**src/core/rcdo_cfg.svh**
```systemverilog
// constants for the reference clock divider output block
// assumes inclusion by every design file that decodes the control register
`ifndef RCDO_CFG_SVH
`define RCDO_CFG_SVH
`define RCDO_CTRL_OFFSET 12'h000
`define RCDO_STAT_OFFSET 12'h004
`define RCDO_CTRL_RESET 8'h30
`define RCDO_BIT_ENABLE 7
`define RCDO_BIT_PIN_OE 6
`define RCDO_BIT_SLEW 5
`define RCDO_DUTY_HI 4
`define RCDO_DUTY_LO 3
`define RCDO_DIV_HI 2
`define RCDO_DIV_LO 0
`define RCDO_DUTY_0 2'h0
`define RCDO_DUTY_25 2'h1
`define RCDO_DUTY_50 2'h2
`define RCDO_DUTY_75 2'h3
`define RCDO_DIV_1 3'h0
`define RCDO_DIV_2 3'h1
`define RCDO_CNT_W 7
`define RCDO_INSTR_DIV_W 2
`endif

```
**src/core/rcdo_pkg.sv**
```systemverilog
// types for the reference clock divider output block
// assumes nothing beyond a SystemVerilog compiler
package rcdo_pkg;
    typedef enum logic [2:0] {
        RCDO_PIN_REF = 3'b001,
        RCDO_PIN_INSTR = 3'b010,
        RCDO_PIN_OSC = 3'b100
    } rcdo_pin_src_t;
endpackage

```
**src/core/rcdo_cfg_if.sv**
```systemverilog
// settings carried from the register file to the divider core
// assumes one clock domain shared by both ends
`timescale 1ns/10ps
interface rcdo_cfg_if;
    logic enable;
    logic [1:0] duty;
    logic [2:0] div;
    logic phase_wrap;
    modport regs (output enable, output duty, output div, input phase_wrap);
    modport core (input enable, input duty, input div, output phase_wrap);
endinterface // rcdo_cfg_if

```
**src/core/rcdo_div_core.sv**
```systemverilog
// divider and duty shaper producing the reference clock in the system clock domain
// assumes settings arrive through rcdo_cfg_if and change only at period boundaries
`timescale 1ns/10ps
`include "rcdo_cfg.svh"
module rcdo_div_core (
    input wire logic clk_i,
    input wire logic rst_i,
    rcdo_cfg_if.core cfg,
    output logic ref_clk_o
);
    import rcdo_pkg::*;
    logic [`RCDO_CNT_W-1:0] cnt_r;
    logic [`RCDO_CNT_W-1:0] mask;
    logic [`RCDO_CNT_W-1:0] quarter;
    logic [`RCDO_CNT_W:0] period;
    logic hi_nxt;
    logic ref_clk_r;
    // period minus one as a mask, all ones at the wrap
    assign mask = `RCDO_CNT_W'((`RCDO_CNT_W+1)'(1) << cfg.div) - `RCDO_CNT_W'(1);
    assign period = (`RCDO_CNT_W+1)'(1) << cfg.div;
    assign quarter = `RCDO_CNT_W'(period >> 2);
    assign cfg.phase_wrap = ((cnt_r & mask) == mask);
    always_ff @(posedge clk_i or posedge rst_i) begin
        if (rst_i) begin
            cnt_r <= '0;
        end else if (!cfg.enable || cfg.phase_wrap) begin
            cnt_r <= '0;
        end else begin
            cnt_r <= cnt_r + `RCDO_CNT_W'(1);
        end
    end
    // divide by two has no quarter step: 25 and 75 fall back to a half, set by the source clock
    always_comb begin
        hi_nxt = 1'b0;
        case (cfg.duty)
            `RCDO_DUTY_0: hi_nxt = 1'b0;
            `RCDO_DUTY_25: hi_nxt = (cfg.div == `RCDO_DIV_2) ? (cnt_r == '0) : (cnt_r < quarter);
            `RCDO_DUTY_50: hi_nxt = (cnt_r < (quarter << 1)) || (cfg.div == `RCDO_DIV_2 && cnt_r == '0);
            `RCDO_DUTY_75: hi_nxt = (cfg.div == `RCDO_DIV_2) ? (cnt_r == '0) : (cnt_r < (quarter * 3));
            default: hi_nxt = 1'b0;
        endcase
    end
    always_ff @(posedge clk_i or posedge rst_i) begin
        if (rst_i) begin
            ref_clk_r <= 1'b0;
        end else begin
            ref_clk_r <= cfg.enable && hi_nxt;
        end
    end
    // undivided: pass the source clock straight through, gated to zero at 0 percent
    assign ref_clk_o = (cfg.div == `RCDO_DIV_1) ? (cfg.enable && cfg.duty != `RCDO_DUTY_0 && clk_i)
                                                : ref_clk_r;
    a_zero_duty_low: assert property (@(posedge clk_i) disable iff (rst_i)
        (cfg.duty == `RCDO_DUTY_0) |=> !ref_clk_r) else $error("ref clock high at zero duty");
    a_disabled_idle: assert property (@(posedge clk_i) disable iff (rst_i)
        !cfg.enable |=> (cnt_r == '0 && !ref_clk_r)) else $error("divider ran while disabled");
endmodule // rcdo_div_core

```
**src/core/rcdo_top.sv**
```systemverilog
// reference clock divider output: APB register, divider core, pin mux
// assumes APB master on CLOCK_I, straps sampled from pins, sleep stops CLOCK_I upstream
`timescale 1ns/10ps
`include "rcdo_cfg.svh"
module rcdo_top (
    input wire logic CLOCK_I,
    input wire logic SYS_RST_I,
    input wire logic PSEL_I,
    input wire logic PENABLE_I,
    input wire logic PWRITE_I,
    input wire logic [11:0] PADDR_I,
    input wire logic [31:0] PWDATA_I,
    input wire logic [3:0] PSTRB_I,
    output logic [31:0] PRDATA_O,
    output logic PREADY_O,
    output logic PSLVERR_O,
    input wire logic LOW_POWER_CRYSTAL_MODE_I,
    input wire logic STANDARD_CRYSTAL_MODE_I,
    input wire logic HIGH_SPEED_CRYSTAL_MODE_I,
    input wire logic INSTR_CLOCK_OUT_CONFIG_N_I,
    output logic DIVIDED_CLOCK_PIN_O,
    output logic DIVIDED_CLOCK_PIN_OE_O,
    output logic REF_PIN_SLEW_LIMIT_O,
    output logic MODULATOR_CLOCK_O,
    output rcdo_pkg::rcdo_pin_src_t PIN_SOURCE_O
);
    import rcdo_pkg::*;
    // named copy of the reset word so its fields can be sliced as constants
    localparam logic [7:0] CTRL_RST = `RCDO_CTRL_RESET;
    logic [7:0] ctrl_r;
    logic [1:0] duty_r;
    logic [2:0] div_r;
    logic [3:0] strap_s1_r;
    logic [3:0] strap_s2_r;
    logic [1:0] instr_cnt_r;
    logic ref_clk;
    logic crystal_mode;
    logic apb_wr;
    logic apb_hit;
    rcdo_pin_src_t pin_src_nxt;
    rcdo_cfg_if cfg_bus ();
    assign apb_wr = PSEL_I && PENABLE_I && PWRITE_I;
    assign apb_hit = (PADDR_I == `RCDO_CTRL_OFFSET) || (PADDR_I == `RCDO_STAT_OFFSET);
    // zero wait states; unmapped addresses answer with an error
    always_ff @(posedge CLOCK_I or posedge SYS_RST_I) begin
        if (SYS_RST_I) begin
            PREADY_O <= 1'b0;
            PSLVERR_O <= 1'b0;
        end else begin
            PREADY_O <= PSEL_I && !PENABLE_I;
            PSLVERR_O <= PSEL_I && !PENABLE_I && !apb_hit;
        end
    end
    // writes land when pready is seen high, the cycle the access completes
    always_ff @(posedge CLOCK_I or posedge SYS_RST_I) begin
        if (SYS_RST_I) begin
            ctrl_r <= `RCDO_CTRL_RESET;
        end else if (apb_wr && PREADY_O && PADDR_I == `RCDO_CTRL_OFFSET && PSTRB_I[0]) begin
            ctrl_r <= PWDATA_I[7:0];
        end
    end
    always_ff @(posedge CLOCK_I or posedge SYS_RST_I) begin
        if (SYS_RST_I) begin
            PRDATA_O <= 32'h0;
        end else if (PSEL_I && !PENABLE_I && !PWRITE_I) begin
            if (PADDR_I == `RCDO_CTRL_OFFSET) begin
                PRDATA_O <= {24'h0, ctrl_r};
            end else if (PADDR_I == `RCDO_STAT_OFFSET) begin
                PRDATA_O <= {27'h0, duty_r, div_r};
            end else begin
                PRDATA_O <= 32'h0;
            end
        end
    end
    // shadow settings move only at a period wrap or while idle, so no runt pulse
    always_ff @(posedge CLOCK_I or posedge SYS_RST_I) begin
        if (SYS_RST_I) begin
            duty_r <= CTRL_RST[`RCDO_DUTY_HI:`RCDO_DUTY_LO];
            div_r <= CTRL_RST[`RCDO_DIV_HI:`RCDO_DIV_LO];
        end else if (!ctrl_r[`RCDO_BIT_ENABLE] || cfg_bus.phase_wrap) begin
            duty_r <= ctrl_r[`RCDO_DUTY_HI:`RCDO_DUTY_LO];
            div_r <= ctrl_r[`RCDO_DIV_HI:`RCDO_DIV_LO];
        end
    end
    assign cfg_bus.enable = ctrl_r[`RCDO_BIT_ENABLE];
    assign cfg_bus.duty = duty_r;
    assign cfg_bus.div = div_r;
    rcdo_div_core u_core (
        .clk_i(CLOCK_I),
        .rst_i(SYS_RST_I),
        .cfg(cfg_bus),
        .ref_clk_o(ref_clk)
    );
    // straps come from pins: two flops before use
    always_ff @(posedge CLOCK_I or posedge SYS_RST_I) begin
        if (SYS_RST_I) begin
            strap_s1_r <= 4'h0;
            strap_s2_r <= 4'h0;
        end else begin
            strap_s1_r <= {INSTR_CLOCK_OUT_CONFIG_N_I, HIGH_SPEED_CRYSTAL_MODE_I,
                           STANDARD_CRYSTAL_MODE_I, LOW_POWER_CRYSTAL_MODE_I};
            strap_s2_r <= strap_s1_r;
        end
    end
    // reset value 0 means clock-out active until the strap is seen high
    assign crystal_mode = |strap_s2_r[2:0];
    always_ff @(posedge CLOCK_I or posedge SYS_RST_I) begin
        if (SYS_RST_I) begin
            instr_cnt_r <= 2'h0;
        end else begin
            instr_cnt_r <= instr_cnt_r + 2'h1;
        end
    end
    always_comb begin
        if (crystal_mode) begin
            pin_src_nxt = RCDO_PIN_OSC;
        end else if (!strap_s2_r[3]) begin
            pin_src_nxt = RCDO_PIN_INSTR;
        end else begin
            pin_src_nxt = RCDO_PIN_REF;
        end
    end
    // pin path is registered, so the undivided mode reaches the pin at half rate resolution;
    // the modulator output is registered the same way, one flop behind ref_clk
    always_ff @(posedge CLOCK_I or posedge SYS_RST_I) begin
        if (SYS_RST_I) begin
            DIVIDED_CLOCK_PIN_O <= 1'b0;
            DIVIDED_CLOCK_PIN_OE_O <= 1'b0;
            REF_PIN_SLEW_LIMIT_O <= 1'b1;
            PIN_SOURCE_O <= RCDO_PIN_REF;
            MODULATOR_CLOCK_O <= 1'b0;
        end else begin
            PIN_SOURCE_O <= pin_src_nxt;
            REF_PIN_SLEW_LIMIT_O <= ctrl_r[`RCDO_BIT_SLEW];
            MODULATOR_CLOCK_O <= ref_clk;
            case (pin_src_nxt)
                RCDO_PIN_OSC: begin
                    DIVIDED_CLOCK_PIN_O <= 1'b0;
                    DIVIDED_CLOCK_PIN_OE_O <= 1'b0;
                end
                RCDO_PIN_INSTR: begin
                    DIVIDED_CLOCK_PIN_O <= instr_cnt_r[1];
                    DIVIDED_CLOCK_PIN_OE_O <= 1'b1;
                end
                RCDO_PIN_REF: begin
                    DIVIDED_CLOCK_PIN_O <= ctrl_r[`RCDO_BIT_PIN_OE] && ref_clk;
                    DIVIDED_CLOCK_PIN_OE_O <= ctrl_r[`RCDO_BIT_PIN_OE];
                end
                default: begin
                    DIVIDED_CLOCK_PIN_O <= 1'b0;
                    DIVIDED_CLOCK_PIN_OE_O <= 1'b0;
                end
            endcase
        end
    end
    // sleep is modelled by CLOCK_I stopping: every flop simply holds its level

    a_reset_default: assert property (@(posedge CLOCK_I) $fell(SYS_RST_I) |-> ctrl_r == `RCDO_CTRL_RESET)
        else $error("control not at default after reset");
    a_ctrl_write: assert property (@(posedge CLOCK_I) disable iff (SYS_RST_I)
        (apb_wr && PREADY_O && PADDR_I == `RCDO_CTRL_OFFSET && PSTRB_I[0]) |=> ctrl_r == $past(PWDATA_I[7:0]))
        else $error("control write lost");
    a_pin_off_oe: assert property (@(posedge CLOCK_I) disable iff (SYS_RST_I)
        (pin_src_nxt == RCDO_PIN_REF && !ctrl_r[`RCDO_BIT_PIN_OE]) |=> !DIVIDED_CLOCK_PIN_O && !DIVIDED_CLOCK_PIN_OE_O)
        else $error("pin driven without output enable");
    a_crystal_pin: assert property (@(posedge CLOCK_I) disable iff (SYS_RST_I)
        crystal_mode |=> !DIVIDED_CLOCK_PIN_OE_O) else $error("pin driven in crystal mode");
    a_instr_clock: assert property (@(posedge CLOCK_I) disable iff (SYS_RST_I)
        (pin_src_nxt == RCDO_PIN_INSTR && $stable(pin_src_nxt)) |=> DIVIDED_CLOCK_PIN_O == $past(instr_cnt_r[1]))
        else $error("instruction clock not on pin");
    a_slew_follow: assert property (@(posedge CLOCK_I) disable iff (SYS_RST_I)
        ##1 REF_PIN_SLEW_LIMIT_O == $past(ctrl_r[`RCDO_BIT_SLEW])) else $error("slew limit mismatch");
    a_modulator_feed: assert property (@(posedge CLOCK_I) disable iff (SYS_RST_I)
        (crystal_mode && div_r != `RCDO_DIV_1) |=> MODULATOR_CLOCK_O == $past(ref_clk))
        else $error("modulator not fed");
    a_shadow_hold: assert property (@(posedge CLOCK_I) disable iff (SYS_RST_I)
        (ctrl_r[`RCDO_BIT_ENABLE] && !cfg_bus.phase_wrap) |=> $stable(div_r) && $stable(duty_r))
        else $error("divider changed mid period");
    c_ref_on_pin: cover property (@(posedge CLOCK_I) disable iff (SYS_RST_I)
        pin_src_nxt == RCDO_PIN_REF && ctrl_r[`RCDO_BIT_PIN_OE] ##1 $rose(DIVIDED_CLOCK_PIN_O));
    c_div128: cover property (@(posedge CLOCK_I) disable iff (SYS_RST_I)
        div_r == 3'h7 && cfg_bus.phase_wrap);
    c_instr_pin: cover property (@(posedge CLOCK_I) disable iff (SYS_RST_I) pin_src_nxt == RCDO_PIN_INSTR);
endmodule // rcdo_top

```
**config.mk**
```make
export PLATFORM = sky130hd
export DESIGN_NAME = rcdo_top
export DESIGN_NICKNAME = d
export VERILOG_FILES = /design/src/core/rcdo_pkg.sv /design/src/core/rcdo_cfg_if.sv /design/src/core/rcdo_div_core.sv /design/src/core/rcdo_top.sv
export VERILOG_INCLUDE_DIRS = /design/src /design/src/core
export SDC_FILE = /design/constraint.sdc
export NUM_CORES = 1
export LEC_CHECK = 0
export BUFFER_PORTS_ARGS = -buffer_cell sky130_fd_sc_hd__clkbuf_2
export CAP_MARGIN = 20
export CORE_ASPECT_RATIO = 1.1
export CORE_MARGIN = 2
export CORE_UTILIZATION = 30
export DETAILED_ROUTE_END_ITERATION = 16
export SLEW_MARGIN = 20
export SYNTH_ARGS = -nofsm -noshare
export SYNTH_HDL_FRONTEND = slang
export SYNTH_SLANG_ARGS = --single-unit
```
**constraint.sdc**
```tcl
create_clock -name CLOCK_I -period 5.3 [get_ports CLOCK_I]
set_input_delay 0.265 -clock CLOCK_I [delete_from_list [all_inputs] [get_ports CLOCK_I]]
set_output_delay 0.265 -clock CLOCK_I [all_outputs]
set_load 0.1 [all_outputs]
```
=== Word level (Yosys, flattened, before mapping) ===
Cells that the tools add are included.
W data, S select, Z words.

* Output and inout port bits: 41
* Register bits: 72

* $add $sub $neg: 3
* Multipliers: 1
* Equality and inequality tests: 8
* Order comparisons: 3
* Bitwise gates (word level): 1
* Shifts and indexed selects: 1
* Reductions and logical operators: 26
* Mux-type cells: 11

{| class="wikitable"
|+ Operators by type and width
! cell !! count
|-
| $logic_and A1 B1 Y1 || 13
|-
| $eq A12 B3 Y1 const B || 1
|-
| $logic_not A12 Y1 || 1
|-
| $lt A7 B9 Y1 || 1
|-
| $mul A6 B2 Y8 const B || 1
|-
| $mux W8 || 1
|-
| $shl A1 B3 Y8 const A || 1
|-
| $add A7 B1 Y7 const B || 1
|-
| $and A7 B7 Y7 || 1
|-
| $eq A7 B7 Y1 || 1
|-
| $logic_not A7 Y1 || 1
|-
| $lt A7 B6 Y1 || 1
|-
| $lt A7 B7 Y1 || 1
|-
| $mux W7 || 1
|-
| $sub A7 B2 Y7 const B || 1
|-
| $eq A3 B1 Y1 const B || 2
|-
| $mux W5 || 1
|-
| $eq A2 B2 Y1 const B || 2
|-
| $logic_not A1 Y1 || 4
|-
| $pmux W1 S2 || 2
|-
| $pmux W1 S4 || 1
|-
| $eq A3 B2 Y1 const B || 1
|-
| $logic_not A3 Y1 || 1
|-
| $logic_or A1 B1 Y1 || 3
|-
| other kinds (8) || 10
|}

=== Logic depth before layout (Yosys ltp) ===
Gate-level depths: netlist (run 1).

* Word-level depth: 6
* Mapped depth: 12

=== By module ===
Synthesis (run 1) repeated with hierarchy kept, for this count alone.

* Cell total of the unflattened synthesis: 274
* Area total of the unflattened synthesis: 2850.2 um^2

{| class="wikitable"
|+ Modules (own cells, without submodules)
! module !! area an instance (um^2) !! times used !! cells each
|-
| rcdo_top || 1632.8 || 1 || 126
|-
| rcdo_div_core || 1217.4 || 1 || 148
|}

==> impl_metrics.csv, run 1 <==
group,metric,value,unit
placement,io_buffers,46,
route,ant_nets,0,
final_layout,mostFrequentLayoutCell,"clkbuf_2",
logic_synthesis,synth_seq_cells,48,
die,core_area,0.00832,sq mm
clock_network,path_clk_slew,0.09,ns
route,drc,0,
grt,grtUsageMet3,3.89,%
grt,grt_antenna_before_repair,0,
run_status,outcome,"complete, but fails checks",
logic_synthesis,yosysWarnings,0,
die,die_w,92.1,um
worst_setup_path,arrival,3.85,ns
worst_setup_path,cp_max_fo,2,
power_and_ir_drop,p_int,0.000574,W
final_layout,nNetsFinal,377,
final_layout,syn_to_final_growth,19.5,%
logic_synthesis,ys_seq_area_share,47.1,%
placement,gp_congestion,0.785,
route,wirelength,4800,um
clock_network,cts_tree,"built",
grt,first_global_vias,1820,
power_and_ir_drop,p_clk_share,40.7,%
final_layout,final_cell_mix,"clkbuf_2 (46), dfrtp_1 (43), conb_1 (25)",
run_status,failed_checks,"hold timing",
final_layout,design_area,0.00306,sq mm
power_and_ir_drop,leakage,1.55,nW
power_and_ir_drop,p_per_area,268,mW/mm^2
worst_setup_path,worst_r2r_path_depth,11,
grt,grt_max_degree,49,
die,die_y,101,um
power_and_ir_drop,seq_power_share,45.4,%
clock_network,clk-insertion-delay-late,0.40,ns
die,initial_core_util,30.8,%
sta,slew_headroom,47.6,%
power_and_ir_drop,switching_share,30.0,%
sta,fin_tns_setup,0,ns
power_and_ir_drop,ir_drop,0.112,mV
worst_setup_path,critPathLaunchType,"clock port",
final_layout,final_layout_size_suffix_gt1_share,28.1,%
clock_network,cts_resized,0,
grt,gr-usage-met1,13.0,%
logic_synthesis,synth.top_cell.area_share,42.0,%
worst_setup_path,endpoint_kind,"flip-flop",
logic_synthesis,syn_area,0.00256,sq mm
placement,place_area,0.00280,sq mm
sta,rsz0062_at_grt,"false",
sta,tightest_slew,0.786,ns
logic_synthesis,synth_area_per_cell,10.6,sq um
grt,grtUsageTotal,11.6,%
logic_synthesis,synthTopCellsByArea,"dfrtp_1 (42%), ha_1 (9.8%), buf_4 (7.0%), dfstp_2 (5.1%), mux2_2 (4.4%)",
route,wire_per_inst,11.6,um
sta,drv_slew,0,
power_and_ir_drop,combPwrFrac,13.9,%
grt,use_met2,18.3,%
die,io_pins,98,
placement,dp_hpwl,3390,um
sta,hold_viol,43,
route,drt_iter0_drc,88,
sta,clock_skew,0.00885,ns
final_layout,antenna_cells,0,
power_and_ir_drop,power.switching,0.000246,W
route,post_drt_via_cell_ratio,4.40,
worst_setup_path,critPathKind,"clock port to flip-flop",
logic_synthesis,synth_top_area_cell,"dfrtp_1",
grt,grt-busiest-layer,"met2",
worst_setup_path,crit_required,5.59,ns
route,vias,1816,
final_layout,nFillCells,820,
sta,whs,-0.0520,ns
die,die_area,0.00929,sq mm
logic_synthesis,ys.flop_type,"dfrtp_1",
flow_run,maxCapViolCount,0,
route,drt-pass1-iter-count,4,
clock_network,postCtsSetupBuffers,0,
grt,grt_pass1_wl,8290,um
logic_synthesis,ys_types,43,
logic_synthesis,synthCells,241,
final_layout,fin_util,36.8,%
logic_synthesis,async_reset_ff_share,100,%
min_path,hp-class,"input pin to async pin",
logic_synthesis,synth_edf_count,0,
sta,setup_violations,0,
grt,grt_overflow,0,
die,rows,35,
## synthesized netlist by cell type, types with 4 or more instances
cell type and n:
buf_4 24, nand2_1 24, dfstp_2 5, mux2i_1 5, a22o_1 4, nor2b_1 5, nand3_1 4, o21ai_0 12
nor2_1 17, a21oi_1 9, inv_1 11, mux2_2 10, xnor2_1 4, ha_1 20, dfrtp_1 43, nand2b_1 5
## per-layer routing
| layer | wire length, um | vias up | part of all wire, % |
|---|---|---|---|
| li1 | - | 893 | - |
| met1 | 2140 | 850 | 45 |
| met2 | 2290 | 58 | 48 |
| met4 | 132 | 0 | 2.8 |
| met3 | 241 | 15 | 5.0 |
| met5 | 0 | - | 0 |
## metrics by stage
step | setup WS [ns] | power, W | std cells
2_1_floorplan | 2.21 | 0.000491 | 265
3_3_place_gp | 2.20 | 0.000492 | 391
3_5_place_dp | 2.20 | 0.000492 | 391
4_1_cts | 1.72 | 0.000834 | 413
5_1_grt | 1.72 | 0.000860 | 413
6_report | 1.74 | 0.000820 | 413
## power groups by stage
stage                     Sequential (W)  Combinational (W)       Clock, W
after floorplan                 0.000392          0.0000987  0.00000000376
after global placement          0.000380           0.000112  0.00000000388
after detailed placement        0.000380           0.000112  0.00000000387
after CTS                       0.000372           0.000115       0.000347
after global routing            0.000373           0.000119       0.000368
final                           0.000372           0.000114       0.000334
## state kept, by name, indices dropped and copies added (netlist names)
signal and count:
PIN_SOURCE_O 3, cfg_bus.duty 2, strap_s2_r 4, u_core.ref_clk_r 1, ctrl_r 8, strap_s1_r 4, REF_PIN_SLEW_LIMIT_O 1, PSLVERR_O 1
u_core.cnt_r 7, DIVIDED_CLOCK_PIN_OE_O 1, cfg_bus.div 3, MODULATOR_CLOCK_O 1, PRDATA_O 8, PREADY_O 1, instr_cnt_r 2, DIVIDED_CLOCK_PIN_O 1
## critical path, stage by stage
cell and delay, ns:
clkbuf_8 0.11, clkbuf_8 0.12, clkbuf_8 0.12, clkbuf_8 0.12
clkbuf_8 0.12, a22o_1 0.20, clkbuf_8 0.14, clkbuf_8 0.12
nand3_1 0.08, a21oi_1 0.07
## cell families after synthesis
kind of cell    Yosys count  share of synthesized area (%)
simple gates             71                           14.1
flops                    48                           47.1
buf+inv                  42                           10.1
compound gates           35                           8.60
fa+ha+maj                20                           9.77
mux                      18                           8.11
xor+xnor                  6                           2.05
other cells               1                          0.146
## repair_timing
item	in CTS	in global routing
setup endpoints to repair	0	0
hold buffers	4	0
hold endpoints to repair	4	0
## path summary, 6_finish.rpt
check                          startpoint             endpoint  slack (ns)
setup / recovery                  CLOCK_I  DIVIDED_CLOCK_PIN_O        1.74
hold / removal                  SYS_RST_I        strap_s2_r[0]       -0.05
setup reg to reg           cfg_bus.div[1]     u_core.ref_clk_r        2.85
hold reg to reg             strap_s1_r[3]        strap_s2_r[3]        0.36
max in group asynchronous       SYS_RST_I            ctrl_r[1]        4.86
min in group CLOCK_I            PENABLE_I             PREADY_O        0.04
## cell type report
type,count,area [sq um],area share [%]
clock buffers,16,200,6.54
multi-input cells,175,1180,38.7
repair buffers,50,270,8.83
clock inverters,2,16.3,0.531
flip-flops and latches,48,1210,39.5
well taps,111,139,4.54
inverters,11,42.5,1.39
Note: power is estimated with default switching activity, not from simulation.
==> inputs of run 2 (changes only) <==
clock period = 3.3 ns   (was 5.3 ns; I/O delays follow)
==> run 2 against run 1 <==
The run now ends clean. Largest cell class unchanged. Largest power group is now the clock network. Final area is 4.3% higher. Total power grew 80%. Highest routed layer unchanged. Register-to-register slack lost 2.0 ns. Setup slack got worse by 1.0 ns. Die area unchanged. Critical path type unchanged. Count of clock-buffer cells in the layout unchanged. Final cell count grew 2.2%. Sequential share of layout area decreased by 1.6 points.
==> impl_metrics.csv, run 2 (synthesis gave the netlist of run 1 again) <==
group,metric,value,unit
route,drt-pass1-iter-count,4,
power_and_ir_drop,switching_share,26.7,%
grt,first_global_vias,1885,
power_and_ir_drop,combPwrFrac,13.0,%
clock_network,postCtsSetupBuffers,0,
worst_setup_path,cp_common_cell,"clkbuf_8",
route,post_drt_via_cell_ratio,4.32,
route,wire_per_inst,11.7,um
placement,dp_hpwl,3380,um
power_and_ir_drop,p_per_area,462,mW/mm^2
power_and_ir_drop,seq_power_share,40.5,%
sta,rsz0062_at_grt,"false",
route,wirelength,4920,um
worst_setup_path,reg2reg_from,"cfg_bus.div[2]",
sta,drv_slew,0,
clock_network,path_clk_slew,0.08,ns
die,rows,35,
power_and_ir_drop,leakage,1.61,nW
sta,clock_skew,0.0117,ns
die,io_pins,98,
sta,hold_viol,0,
power_and_ir_drop,ir_drop,0.178,mV
placement,io_buffers,46,
die,die_w,92.1,um
final_layout,antenna_cells,0,
die,core_area,0.00832,sq mm
worst_setup_path,arrival,2.84,ns
clock_network,cts_resized,0,
min_path,hp-class,"input pin to flip-flop",
worst_setup_path,rr_endpoint,"u_core.ref_clk_r",
worst_setup_path,cpLargestDelayFamily,"buffers and inverters",
final_layout,final_layout_size_suffix_gt1_share,27.3,%
worst_setup_path,cpPeakStageDelay,0.20,ns
power_and_ir_drop,p_clk_share,46.5,%
die,die_y,101,um
power_and_ir_drop,p_int,0.00108,W
power_and_ir_drop,power.switching,0.000394,W
final_layout,largest_registers,"PRDATA_O: 8 flops, ctrl_r: 8 flops, u_core.cnt_r: 7 flops",
die,die_area,0.00929,sq mm
grt,grt_antenna_before_repair,0,
final_layout,mostFrequentLayoutCell,"clkbuf_2",
grt,grtUsageTotal,12.1,%
route,drt_iter0_drc,62,
sta,fin_tns_setup,0,ns
worst_setup_path,rrSetupSlack,0.82,ns
worst_setup_path,path_cells,"clkbuf_8, clkbuf_8, clkbuf_8, clkbuf_8, clkbuf_8, a22o_1, clkbuf_8, clkbuf_8, nand3_1, a21oi_1",
placement,gp_congestion,0.785,
power_and_ir_drop,p_total,0.00148,W
grt,grt_pass1_wl,8560,um
worst_setup_path,crit_required,3.58,ns
worst_setup_path,endpoint_kind,"flip-flop",
route,vias,1821,
clock_network,cts_tree,"built",
final_layout,syn_to_final_growth,24.7,%
final_layout,final_cell_mix,"clkbuf_2 (46), dfrtp_1 (43), conb_1 (25)",
placement,dp.cells,391,
worst_setup_path,cp_max_fo,2,
grt,grt_max_degree,49,
route,ant_nets,0,
worst_setup_path,critPathKind,"clock port to flip-flop",
final_layout,nNetsFinal,386,
worst_setup_path,crit_end,"DIVIDED_CLOCK_PIN_O",
sta,slew_headroom,36.7,%
flow_run,maxCapViolCount,0,
die,initial_core_util,30.8,%
worst_setup_path,worst_r2r_path_depth,11,
worst_setup_path,cp_slowest_cell,"a22o_1",
route,drc,0,
sta,setup_violations,0,
final_layout,final_cells,422,
grt,grt_overflow,0,
run_status,outcome,"finished, final reports clean",
worst_setup_path,critPathBufInv,7,
clock_network,clk-insertion-delay-late,0.40,ns
worst_setup_path,critPathLaunchType,"clock port",
worst_setup_path,cp_num_cells,10,
sta,tightest_slew,0.949,ns
worst_setup_path,crit_start,"CLOCK_I",
-- run 2: worst min path at each step --
stage                startpoint                end  slack (ns)  depth (start not counted)
floorplan               CLOCK_I  MODULATOR_CLOCK_O        0.16                          1
global placement        CLOCK_I  MODULATOR_CLOCK_O        0.16                          1
detailed placement      CLOCK_I  MODULATOR_CLOCK_O        0.16                          1
CTS                 PWDATA_I[4]          ctrl_r[4]       0.003                          2
global route        PWDATA_I[4]          ctrl_r[4]       0.001                          2
finish              PWDATA_I[4]          ctrl_r[4]       0.007                          2
-- run 2: cell type report --
cell class | count | area, sq um
Inverter | 11 | 41.3
Timing Repair Buffer | 59 | 360
Fill cell | 824 | 5130
Clock inverter | 2 | 60.1
Multi-Input combinational cell | 175 | 1180
Tap cell | 111 | 139
Clock buffer | 16 | 200
Sequential cell | 48 | 1210
-- run 2: worst reg2reg max path, stage by stage (launching register included) --
cell,delay (ns)
dfrtp_1,0.55
nor2b_1,0.24
nand2b_1,0.16
nand2_1,0.07
ha_1,0.28
inv_1,0.06
ha_1,0.23
a21oi_1,0.11
o21ai_0,0.12
a211oi_1,0.30
a31oi_1,0.09
o211ai_1,0.20
-- run 2: repair_timing --
item,in CTS,in global routing
endpoints found under the hold margin,38,0
hold buffers,13,0
setup endpoints to repair,0,0
-- run 2: metrics by stage --
| step | worst slack (ns) | hold WS, ns | cell area [sq um] | utilization [%] |
|---|---|---|---|---|
| 2_1_floorplan | 1.13 | 0.156 | 2650 | - |
| 3_3_place_gp | 0.829 | 0.156 | 2800 | 33.7 |
| 3_5_place_dp | 0.823 | 0.156 | 2800 | 33.7 |
| 4_1_cts | 0.722 | 0.00279 | 3190 | 38.4 |
| 5_1_grt | 0.572 | 0.00137 | 3190 | 38.4 |
| 6_report | 0.738 | 0.00682 | 3190 | 38.4 |
-- run 2: power by group through the flow --
stage	clock network (W)	registers, W	logic [W]
6_report	0.000685	0.000598	0.000192
5_1_grt	0.000735	0.000599	0.000201
4_1_cts	0.000708	0.000598	0.000193
3_5_place_dp	0.00000000620	0.000610	0.000180
3_3_place_gp	0.00000000622	0.000610	0.000180
2_1_floorplan	0.00000000604	0.000629	0.000159
-- run 2: metal layers --
metal | up-vias | global-route usage [%] | part of all wire (%)
met1 | 849 | 13.1 | 45
met3 | 17 | 3.52 | 4.1
met4 | 0 | 10.6 | 3.5
li1 | 907 | - | -
met5 | - | 0 | 0
met2 | 48 | 19.3 | 48
==> inputs of run 3 (changes only) <==
clock period = 2.35 ns   (was 3.3 ns; I/O delays follow)
==> run 3 against run 2 <==
Global-route usage is 0.55 points higher. Sequential share of layout area is 1.4 points lower. Sequential power is 40% higher. Final cell count is 3.8% higher. Critical path depth is 1 lower. Utilization is 1.5 points higher. Flip-flop and latch count stayed put. Combinational power is 43% higher. Die area stayed put. Critical path type is now flip-flop to flip-flop.
==> impl_metrics.csv, run 3 (synthesis gave the netlist of run 1 again) <==
group,metric,value,unit
route,vias,1937,
power_and_ir_drop,p_int,0.00147,W
final_layout,largest_registers,"PRDATA_O: 8 flops, ctrl_r: 8 flops, u_core.cnt_r: 7 flops",
worst_setup_path,critPathBufInv,1,
placement,dp_hpwl,3730,um
final_layout,final_layout_size_suffix_gt1_share,31.2,%
final_layout,mostFrequentLayoutCell,"clkbuf_2",
clock_network,cts_tree,"built",
route,wire_per_inst,12.0,um
die,initial_core_util,30.8,%
placement,gp_congestion,0.794,
die,die_area,0.00929,sq mm
min_path,hp-class,"input pin to flip-flop",
sta,fin_tns_setup,0,ns
placement,io_buffers,46,
worst_setup_path,critPathLaunchType,"flip-flop",
grt,grt_antenna_before_repair,0,
die,core_area,0.00832,sq mm
worst_setup_path,critPathKind,"flip-flop to flip-flop",
route,drt_iter0_drc,123,
power_and_ir_drop,leakage,1.69,nW
final_layout,nNetsFinal,402,
final_layout,nFillCells,821,
worst_setup_path,endpoint_kind,"flip-flop",
flow_run,maxCapViolCount,0,
sta,slew_headroom,63.4,%
final_layout,seqCellArea,0.00121,sq mm
route,post_drt_via_cell_ratio,4.42,
sta,post-route-min-period,2.22,ns
grt,grtUsageTotal,12.6,%
sta,fin_crit_sh,94.6,%
die,io_pins,98,
final_layout,final_cell_mix,"clkbuf_2 (46), dfrtp_1 (42), conb_1 (25)",
die,die_y,101,um
sta,max_clock_freq,0.450,GHz
sta,rsz0062_at_grt,"false",
run_status,outcome,"finished, final reports clean",
route,ant_nets,0,
clock_network,clk-insertion-delay-late,0.40,ns
power_and_ir_drop,power.switching,0.000557,W
power_and_ir_drop,ir_drop,0.227,mV
clock_network,path_clk_slew,0.08,ns
grt,grt_max_degree,27,
power_and_ir_drop,p_total,0.00203,W
worst_setup_path,arrival,2.55,ns
route,wirelength,5260,um
grt,first_global_vias,1937,
power_and_ir_drop,p_per_area,612,mW/mm^2
worst_setup_path,path_cells,"buf_4, or2_2, and2_1, ha_1, a21oi_1, o21ai_0, a211oi_2, a31oi_1, o211ai_1",
power_and_ir_drop,switching_share,27.4,%
sta,drv_slew,0,
worst_setup_path,crit_start,"cfg_bus.div[0]",
sta,clock_skew,0.00423,ns
final_layout,antenna_cells,0,
sta,setup_violations,0,
grt,grt_overflow,0,
grt,grt_pass1_wl,8920,um
min_path,worstHoldStart,"PSEL_I",
power_and_ir_drop,seq_power_share,41.4,%
route,drc,0,
die,rows,35,
worst_setup_path,reg2reg_from,"cfg_bus.div[0]",
final_layout,multi_input_area,0.00119,sq mm
power_and_ir_drop,p_clk_share,45.1,%
sta,hold_viol,0,
worst_setup_path,cpPeakStageDelay,0.46,ns
worst_setup_path,cp_max_fo,10,
final_layout,syn_to_final_growth,29.6,%
route,drt-pass1-iter-count,4,
die,die_w,92.1,um
worst_setup_path,cp_slowest_cell,"dfrtp_1",
worst_setup_path,crit_required,2.67,ns
sta,tightest_slew,0.551,ns
power_and_ir_drop,combPwrFrac,13.5,%
worst_setup_path,cpLargestDelayFamily,"compound AO/OA/AOI/OAI gates",
## run 3: changes by cell type in the layout (fill, tap and decap cells not counted)
cell and delta:
dfrtp_2 +1, a211oi_1 -1, clkbuf_8 +2, bufinv_16 -1, buf_4 +14, a211oi_2 +1, dfrtp_1 -1, o21ai_0 -1
dlygate4sd3_1 +2, o21ai_1 +1, clkbuf_1 -1
## run 3: worst reg2reg max path, delay by kind of cell, from the launching register on
family | cells | cell delay [ns]
AOI/OAI and AO/OA | 5 | 0.69
adders and majority gates | 1 | 0.29
buffers and inverters | 1 | 0.21
DFF | 1 | 0.46
and+or+nand+nor | 2 | 0.50
## run 3: what timing repair did
action / in CTS / in global routing
endpoints found under the setup margin: 0 / 1
gates resized for setup: 0 / 3
hold buffers: 15 / 0
endpoints found under the hold margin: 37 / 0
setup buffers: 0 / 1
## run 3: final timing paths
| kind | endpoint | slack, ns | cells past startpoint |
|---|---|---|---|
| max | u_core.ref_clk_r | 0.13 | 9 |
| min | PSLVERR_O | 0.09 | 3 |
| max reg2reg | u_core.ref_clk_r | 0.13 | 9 |
| min reg2reg | strap_s2_r[1] | 0.35 | 0 |
| max in group asynchronous | ctrl_r[4] | 1.40 | 4 |
| min in group asynchronous | u_core.cnt_r[6] | 0.29 | 3 |
## run 3: power groups by stage
stage          logic [W]  registers (W)  clock network, W
6_report        0.000275       0.000840          0.000915
3_3_place_gp    0.000255       0.000856     0.00000000874
4_1_cts         0.000275       0.000840          0.000941
2_1_floorplan   0.000223       0.000884     0.00000000847
3_5_place_dp    0.000256       0.000856     0.00000000870
5_1_grt         0.000288       0.000841          0.000990
## run 3: through the flow
step / cells / instance area, sq um / util [%] / hold WS, ns / setup WS, ns
after floorplan: 265 / 2650 / - / 0.149 / 0.181
after global placement: 404 / 2900 / 34.9 / 0.155 / 0.0704
after detailed placement: 404 / 2900 / 34.9 / 0.156 / 0.0796
after CTS: 437 / 3300 / 39.7 / 0.0803 / 0.0475
after global routing: 438 / 3320 / 39.9 / 0.0926 / 0.0102
final: 438 / 3320 / 39.9 / 0.0911 / 0.127
## run 3: metal layers
layer | vias to the layer above | GRT usage (%) | routed length (um) | part of all wire (%)
met5 | - | 0 | 0 | 0
met4 | 0 | 9.87 | 134 | 2.5
met3 | 16 | 4.11 | 238 | 4.5
met2 | 61 | 19.9 | 2630 | 50
met1 | 918 | 14.2 | 2260 | 43
li1 | 942 | - | - | -
## run 3: final cells by class
cell class,instances,area share (%)
clock inverters,1,0.905
well taps,111,4.19
repair buffers,75,14.6
inverters,11,1.24
multi-input cells,175,35.9
clock buffers,17,6.75
flip-flops and latches,48,36.4
